**src/inc/sglk_defines.svh**
```systemverilog
`ifndef SGLK_DEFINES_SVH
`define SGLK_DEFINES_SVH

// ----------------------------------------------------------------
// timing figures in their own units
// ----------------------------------------------------------------
`define SGLK_CLOCK_HZ 10000000
`define SGLK_LOCK_TIMEOUT_MS 600
`define SGLK_REARM_LOW_MS 500

// derived cycle counts; 600 ms and 500 ms are whole cycles at 10 MHz
`define SGLK_LOCK_TIMEOUT_CYCLES (`SGLK_LOCK_TIMEOUT_MS * (`SGLK_CLOCK_HZ / 1000))
`define SGLK_REARM_LOW_CYCLES (`SGLK_REARM_LOW_MS * (`SGLK_CLOCK_HZ / 1000))

// ----------------------------------------------------------------
// holding force test
// ----------------------------------------------------------------
`define SGLK_EXTRA_TESTS 7

// ----------------------------------------------------------------
// synchronised input vector layout
// ----------------------------------------------------------------
`define SGLK_IN_WIDTH 5

`endif

```
**src/inc/sglk_pkg.sv**
```systemverilog
package sglk_pkg;

  // ----------------------------------------------------------------
  // inputs after the synchroniser, one bit each
  // ----------------------------------------------------------------
  typedef struct packed {
    logic actuator;
    logic safety_input_a;
    logic safety_input_b;
    logic lock_request;
    logic holding_force;
  } sglk_inputs_t;

  // ----------------------------------------------------------------
  // state machines
  // ----------------------------------------------------------------
  typedef enum logic [1:0] {
    SGLK_PL_NORMAL,
    SGLK_PL_UNEQUAL,
    SGLK_PL_PART_LOCK
  } sglk_plaus_t;

  typedef enum logic [1:0] {
    SGLK_LK_IDLE,
    SGLK_LK_TESTING,
    SGLK_LK_LOCKED,
    SGLK_LK_FAILED
  } sglk_lock_t;

endpackage : sglk_pkg

```
**src/logic/sglk_sync.sv**
```systemverilog
// ----------------------------------------------------------------
// two flip-flop synchroniser, one per bit
// ----------------------------------------------------------------
module sglk_sync #(
  parameter int WIDTH = 5
) (
  // clock and reset
  input wire logic i_clock,
  input wire logic i_rst_b,
  // asynchronous levels
  input wire logic [WIDTH-1:0] i_async,
  // synchronised levels
  output logic [WIDTH-1:0] o_sync
);

  logic [WIDTH-1:0] meta;

  // first stage is read only by the second stage
  always_ff @(posedge i_clock or negedge i_rst_b) begin
    if (!i_rst_b) begin
      meta <= '0;
      o_sync <= '0;
    end else begin
      meta <= i_async;
      o_sync <= meta;
    end
  end

endmodule : sglk_sync

```
**src/logic/sglk_gate.sv**
```systemverilog
`include "sglk_defines.svh"
module sglk_gate
  import sglk_pkg::*;
#(
  parameter int unsigned LOCK_TIMEOUT_CYCLES = `SGLK_LOCK_TIMEOUT_CYCLES,
  parameter int unsigned REARM_LOW_CYCLES = `SGLK_REARM_LOW_CYCLES,
  parameter int unsigned EXTRA_TESTS = `SGLK_EXTRA_TESTS
) (
  // clock and reset
  input wire logic i_clock,
  input wire logic i_rst_b,
  // field inputs, asynchronous
  input wire logic i_actuator_present,
  input wire logic i_safety_input_a,
  input wire logic i_safety_input_b,
  input wire logic i_lock_request,
  input wire logic i_holding_force,
  // safety outputs
  output logic o_safety_output_a,
  output logic o_safety_output_b,
  // signal output and magnet drive
  output logic o_gate_status_output,
  output logic o_lock_magnet,
  // indications
  output logic o_lock_fault,
  output logic o_lock_active,
  output logic o_unequal_state,
  output logic o_plausibility_error,
  output logic o_inputs_high
);

  // ----------------------------------------------------------------
  // helpers
  // ----------------------------------------------------------------
  function automatic logic [31:0] sglk_sat_inc(input logic [31:0] value,
                                               input logic [31:0] limit);
    if (value >= limit) begin
      return limit;
    end
    return value + 32'h0000_0001;
  endfunction : sglk_sat_inc

  // ----------------------------------------------------------------
  // input synchronisation
  // ----------------------------------------------------------------
  sglk_inputs_t in_sync;
  logic [`SGLK_IN_WIDTH-1:0] in_raw;
  logic [`SGLK_IN_WIDTH-1:0] in_vec;

  assign in_raw = {i_actuator_present, i_safety_input_a, i_safety_input_b,
                   i_lock_request, i_holding_force};

  // every decision below looks only at the synchronised copy
  sglk_sync #(
    .WIDTH(`SGLK_IN_WIDTH)
  ) u_sync (
    .i_clock(i_clock),
    .i_rst_b(i_rst_b),
    .i_async(in_raw),
    .o_sync(in_vec)
  );

  assign in_sync = sglk_inputs_t'(in_vec);

  // ----------------------------------------------------------------
  // plausibility monitoring of the two safety inputs
  // ----------------------------------------------------------------
  sglk_plaus_t plaus;
  logic prev_a;
  logic prev_b;

  // previous sample, to see which input fell
  always_ff @(posedge i_clock or negedge i_rst_b) begin
    if (!i_rst_b) begin
      prev_a <= 1'b0;
      prev_b <= 1'b0;
    end else begin
      prev_a <= in_sync.safety_input_a;
      prev_b <= in_sync.safety_input_b;
    end
  end

  // a falls-and-rises on one channel alone looks like a bridged or stuck pair
  always_ff @(posedge i_clock or negedge i_rst_b) begin
    if (!i_rst_b) begin
      plaus <= SGLK_PL_NORMAL;
    end else begin
      case (plaus)
        SGLK_PL_NORMAL: begin
          if (prev_a && prev_b && (in_sync.safety_input_a != in_sync.safety_input_b)) begin
            plaus <= SGLK_PL_UNEQUAL;
          end
        end
        SGLK_PL_UNEQUAL: begin
          if (!in_sync.safety_input_a && !in_sync.safety_input_b) begin
            plaus <= SGLK_PL_NORMAL;
          end else if (in_sync.safety_input_a && in_sync.safety_input_b) begin
            plaus <= SGLK_PL_PART_LOCK;
          end
        end
        SGLK_PL_PART_LOCK: begin
          if (!in_sync.safety_input_a && !in_sync.safety_input_b) begin
            plaus <= SGLK_PL_NORMAL;
          end
        end
        default: begin
          plaus <= SGLK_PL_PART_LOCK;
        end
      endcase
    end
  end

  // ----------------------------------------------------------------
  // lock request low time, for the re-arm after a fault
  // ----------------------------------------------------------------
  logic [31:0] low_count;
  logic low_done;

  assign low_done = (low_count >= REARM_LOW_CYCLES);

  // saturates; cleared the cycle the request is seen high
  always_ff @(posedge i_clock or negedge i_rst_b) begin
    if (!i_rst_b) begin
      low_count <= 32'h0000_0000;
    end else if (in_sync.lock_request) begin
      low_count <= 32'h0000_0000;
    end else begin
      low_count <= sglk_sat_inc(low_count, REARM_LOW_CYCLES);
    end
  end

  // ----------------------------------------------------------------
  // guard locking and holding force test
  // ----------------------------------------------------------------
  sglk_lock_t lock_state;
  logic [31:0] test_count;
  logic [31:0] retry_count;
  logic powerup_test;
  logic test_expired;

  assign test_expired = (test_count >= LOCK_TIMEOUT_CYCLES - 1);

  // test timer runs only while a holding test is under way
  always_ff @(posedge i_clock or negedge i_rst_b) begin
    if (!i_rst_b) begin
      test_count <= 32'h0000_0000;
    end else if (lock_state != SGLK_LK_TESTING || test_expired) begin
      test_count <= 32'h0000_0000;
    end else begin
      test_count <= sglk_sat_inc(test_count, LOCK_TIMEOUT_CYCLES);
    end
  end

  // power-up flag: the first holding test after reset is retried quietly
  always_ff @(posedge i_clock or negedge i_rst_b) begin
    if (!i_rst_b) begin
      powerup_test <= 1'b1;
    end else if (lock_state == SGLK_LK_LOCKED || lock_state == SGLK_LK_FAILED) begin
      powerup_test <= 1'b0;
    end
  end

  // lock sequencing; the timeout has no grace, a magnet that is late is a fault, except in the power-up test, which first retries up to EXTRA_TESTS times
  always_ff @(posedge i_clock or negedge i_rst_b) begin
    if (!i_rst_b) begin
      lock_state <= SGLK_LK_IDLE;
      retry_count <= 32'h0000_0000;
    end else begin
      case (lock_state)
        SGLK_LK_IDLE: begin
          retry_count <= 32'h0000_0000;
          if (in_sync.lock_request && in_sync.actuator) begin
            lock_state <= SGLK_LK_TESTING;
          end
        end
        SGLK_LK_TESTING: begin
          if (!in_sync.lock_request) begin
            lock_state <= SGLK_LK_IDLE;
          end else if (!in_sync.actuator) begin
            lock_state <= SGLK_LK_FAILED;
          end else if (in_sync.holding_force) begin
            lock_state <= SGLK_LK_LOCKED;
          end else if (test_expired) begin
            if (powerup_test && retry_count < EXTRA_TESTS) begin
              retry_count <= retry_count + 32'h0000_0001;
            end else begin
              lock_state <= SGLK_LK_FAILED;
            end
          end
        end
        SGLK_LK_LOCKED: begin
          if (!in_sync.actuator) begin
            lock_state <= SGLK_LK_FAILED;
          end else if (!in_sync.lock_request) begin
            lock_state <= SGLK_LK_IDLE;
          end
        end
        SGLK_LK_FAILED: begin
          // request must have stood low long enough before this rise
          if (in_sync.lock_request && low_done) begin
            lock_state <= in_sync.actuator ? SGLK_LK_TESTING : SGLK_LK_IDLE;
          end
        end
        default: begin
          lock_state <= SGLK_LK_FAILED;
        end
      endcase
    end
  end

  // ----------------------------------------------------------------
  // next values of the outputs
  // ----------------------------------------------------------------
  logic next_safety;
  logic next_gate_status;
  logic next_magnet;
  logic status_blocked;

  // the power-up test holds status low until it passes
  assign status_blocked = (lock_state == SGLK_LK_FAILED) || (powerup_test &&
                          lock_state != SGLK_LK_LOCKED && in_sync.lock_request);

  // no lock term here: safety outputs do not care about guard locking
  assign next_safety = in_sync.actuator && in_sync.safety_input_a &&
                       in_sync.safety_input_b && (plaus != SGLK_PL_PART_LOCK);

  assign next_gate_status = in_sync.actuator && !status_blocked;

  assign next_magnet = in_sync.lock_request && in_sync.actuator &&
                       (lock_state == SGLK_LK_TESTING || lock_state == SGLK_LK_LOCKED);

  // ----------------------------------------------------------------
  // output flip-flops
  // ----------------------------------------------------------------
  // actuator loss, forced or not, drops both channels together
  always_ff @(posedge i_clock or negedge i_rst_b) begin
    if (!i_rst_b) begin
      o_safety_output_a <= 1'b0;
      o_safety_output_b <= 1'b0;
    end else begin
      o_safety_output_a <= next_safety;
      o_safety_output_b <= next_safety;
    end
  end

  // gate status follows the actuator unless a lock fault or the power-up test holds it down
  always_ff @(posedge i_clock or negedge i_rst_b) begin
    if (!i_rst_b) begin
      o_gate_status_output <= 1'b0;
    end else begin
      o_gate_status_output <= next_gate_status;
    end
  end

  // magnet drive
  always_ff @(posedge i_clock or negedge i_rst_b) begin
    if (!i_rst_b) begin
      o_lock_magnet <= 1'b0;
    end else begin
      o_lock_magnet <= next_magnet;
    end
  end

  // indications
  always_ff @(posedge i_clock or negedge i_rst_b) begin
    if (!i_rst_b) begin
      o_lock_fault <= 1'b0;
      o_lock_active <= 1'b0;
      o_unequal_state <= 1'b0;
      o_plausibility_error <= 1'b0;
      o_inputs_high <= 1'b0;
    end else begin
      o_lock_fault <= (lock_state == SGLK_LK_FAILED);
      o_lock_active <= (lock_state == SGLK_LK_LOCKED) && next_gate_status;
      o_unequal_state <= (plaus == SGLK_PL_UNEQUAL);
      o_plausibility_error <= (plaus == SGLK_PL_PART_LOCK);
      o_inputs_high <= in_sync.safety_input_a && in_sync.safety_input_b;
    end
  end

endmodule : sglk_gate

```
**config.mk**
```make
export PLATFORM = sky130hd
export DESIGN_NAME = sglk_gate
export DESIGN_NICKNAME = d
export VERILOG_FILES = /design/src/inc/sglk_pkg.sv /design/src/logic/sglk_sync.sv /design/src/logic/sglk_gate.sv
export VERILOG_INCLUDE_DIRS = /design/src /design/src/inc
export SDC_FILE = /design/constraint.sdc
export NUM_CORES = 1
export LEC_CHECK = 0
export BUFFER_PORTS_ARGS = -buffer_cell sky130_fd_sc_hd__buf_4
export CAP_MARGIN = 25
export CORE_UTILIZATION = 30
export DETAILED_ROUTE_END_ITERATION = 7
export GPL_TIMING_DRIVEN = 0
export PLACE_DENSITY = 0.49
export SLEW_MARGIN = 20
export SYNTH_ARGS = -nofsm -noshare
export SYNTH_HDL_FRONTEND = slang
export SYNTH_SLANG_ARGS = --single-unit
```
**constraint.sdc**
```tcl
create_clock -name i_clock -period 3.6 [get_ports i_clock]
set_clock_uncertainty 0.1 [all_clocks]
set_input_delay 0.54 -clock i_clock [delete_from_list [all_inputs] [get_ports i_clock]]
set_output_delay 0.54 -clock i_clock [all_outputs]
set_load 0.1 [all_outputs]
```
==> flow_summary_export.csv <==
group,metric,value,unit
hold_path,hold_path_class,"input port to async pin",
global_route,grt_overflow,0,
cts,htree_levels,4,
routing,ant_nets,0,
cts,cts_buffers,17,
die,start_util,30.8,%
routing,drt-pass1-iter-count,4,
die,fp.dieH,130,µm
power,power.density,578,nW/µm²
global_route,antenna_found_initial,0,
worst_setup_path,reg2reg_slack,880,ps
yosys,ys_seq_area_share,61.7,%
global_route,grt_pass1_wl,15800,µm
cells_and_area,diodes,0,
timing,worst_slack,884,ps
yosys,synth_top_family_by_area,"simple AND/OR/NAND/NOR gates",
placed_design,place.gp.congestion,0.753,
worst_setup_path,crit_fanout,10,
power,fin_total_pwr,3.44,mW
die,die_w,130,µm
cts,ctsHoldBuffers,0,
cts,clk_latency,410,ps
status,status,"complete, no violations",
worst_setup_path,cp.arrival,2950,ps
power,cellLeakagePower,2.66,nW
yosys,synth-xor-area-share,7.32,%
worst_setup_path,cp.required,3830,ps
cts,clock-sinks,121,
cts,cts_resized,0,
routing,drt_iter0_markers,154,
yosys,synth-seq-cells,121,
yosys,yosys.area_share.simple,19.1,%
job,max-cap-violations,0,
yosys,avgSynthCellArea,11.3,µm²
yosys,synth_top_area_cell,"dfrtp_1",
cts,cts_tree,"yes",
power,peakVddDrop,0.351,mV
worst_setup_path,rr_endpoint,"low_count[20]",
yosys,ys.flop_type,"dfrtp_1",
timing,hold_viol,0,
timing,drv_slew,0,
yosys,syn_area,4910,µm²
yosys,syn_inst,434,
placed_design,place_ws,880,ps
cells_and_area,mostFrequentLayoutCell,"dfrtp_1",
yosys,synth-adder-area-share,2.80,%
timing,worst_pin_slew,783,ps
worst_setup_path,setup.worst_path.end_class,"flop",
timing,min_period,2720,ps
cts,cts_root_buffer,"clkbuf_16",
yosys,synth.top_cell.area_share,61.2,%
yosys,synthArstFlopShare,100,%
cts,clkSlewWorstSetupHoldPaths,50,ps
worst_setup_path,slowest_delay,720,ps
timing,max_freq,368,MHz
worst_setup_path,r2r_cells,6,
yosys,synthTopCellsByArea,"dfrtp_1, xor2_1, and2_1, nor2_1, xnor2_1",
yosys,muxShareOfSynthArea,0.433,%
routing,wire_per_inst,12.7,µm
cells_and_area,area.growth.synth_to_final,21.2,%
global_route,track_usage,12.3,%
cells_and_area,mostFrequentLayoutCells,"dfrtp_1, nor2_1, and2_1",
global_route,use_met3,3.98,%
global_route,grt_util_met1,16.6,%
timing,max_slew_margin,47.8,%
global_route,busiest_layer,"met2",
worst_setup_path,critical_path.cell_chain,"a2111oi_0 -> nand2_1 -> a311oi_2 -> nand2b_1 -> clkbuf_1 -> nor2_1",
yosys,ys_warn_count,0,
routing,wirelength,9080,µm
placed_design,dp_hpwl,6010,µm
worst_setup_path,critPathSlowestCell,"a311oi_2",
yosys,synth_compound_area_share,6.20,%
worst_setup_path,crit_start,"low_count[15]",
timing,post-route-period-util,75.5,%
global_route,grt_start_max_net_pins,64,
cells_and_area,drive_gt1_share,10.4,%
cts,postCtsSetupRepairBufs,0,
cts,clockBufferDepth,2,
cells_and_area,nets,504,
routing,vias,3155,
yosys,ys_types,46,
global_route,first_global_vias,3236,
timing,setup_violations,0,
worst_setup_path,r2r_start,"low_count[15]",
routing,routed_via_density,4.41,
timing,rsz0062_at_grt,"no",
global_route,met2_usage,18.0,%
worst_setup_path,critPathLaunchType,"flop",
timing,setup_tns,0,ps
die,ioPinCount,16,
die,std_cell_rows,46,
routing,drcViolationCount,0,
worst_setup_path,crit_type,"flop to flop",
die,core-area,15900,µm²
placed_design,io_buffers,15,
die,die_area,16900,µm²
yosys,synth_edf_count,0,
## where the power goes
group	switching (mW)	internal, mW
Clock	0.582	1.01
Combinational	0.282	0.105
Sequential	0.0376	1.41
Total	0.902	2.53
## synth_stat cells (all sizes together) (3+ instances only)
| library cell | n |
|---|---|
| a211oi | 3 |
| nor2 | 49 |
| nand3 | 24 |
| and3 | 12 |
| inv | 18 |
| nor2b | 3 |
| clkbuf | 10 |
| xor2 | 24 |
| nand4 | 14 |
| dfrtp | 120 |
| nor4 | 10 |
| xnor2 | 17 |
| nand2b | 3 |
| and2 | 31 |
| nand2 | 18 |
| nor3 | 9 |
| a31oi | 3 |
| a21oi | 26 |
| o21ai | 3 |
| ha | 11 |
## critical path: cells and delay by family (launching register included)
kind                   cells  cell delay [ps]
buffers and inverters      1              320
flip-flops                 1              450
AND/OR/NAND/NOR            3              660
AO/OA/AOI/OAI              2             1110
## routing by layer
metal | wire [µm] | up-vias
met5 | 0 | -
met2 | 4000 | 35
met4 | 179 | 0
met1 | 4690 | 1545
li1 | - | 1562
met3 | 216 | 13
## worst max-delay path by stage
stage | to | slack [ps] | depth (start not counted)
after global routing | low_count[12] | 520 | 6
final | low_count[20] | 880 | 6
after detailed placement | low_count[13] | 880 | 6
after global placement | low_count[20] | 870 | 6
after CTS | low_count[20] | 850 | 6
after floorplan | retry_count[1] | 1250 | 7
## registers in the layout (all words and copies together), names as in the netlist, 2 cells and up
name / cells
retry_count: 32
low_count: 32
test_count: 32
plaus: 2
u_sync.meta: 5
u_sync.o_sync: 5
lock_state: 2
## layout make-up
cell class              count  area [µm²]
flip-flops and latches    121        3030
well taps                 216         270
fillers                  1570       10000
repair buffers             16         144
inverters                  18        67.6
clock buffers              24         492
multi-input cells         301        1830
clock inverters             8        70.1
plain buffers              11        45.0
## kinds of logic after synthesis
logic type      count (synthesis)
simple gates                  181
flops                         121
compound gates                 48
xor+xnor                       41
buf+inv                        29
fa+ha+maj                      11
mux                             2
other cells                     1
## metrics by stage
| stage | hold WS [ps] | instances | utilization, % | area (µm²) |
|---|---|---|---|---|
| final | 3.84 | 715 | 37.3 | 5950 |
| after global routing | 33.9 | 715 | 37.3 | 5950 |
| after CTS | 9.93 | 715 | 37.3 | 5950 |
| after detailed placement | 240 | 683 | 33.8 | 5390 |
| after global placement | 236 | 682 | 33.6 | 5350 |
| after floorplan | 144 | 451 | - | 4970 |
No activity file was read; power rests on OpenSTA's default activity.
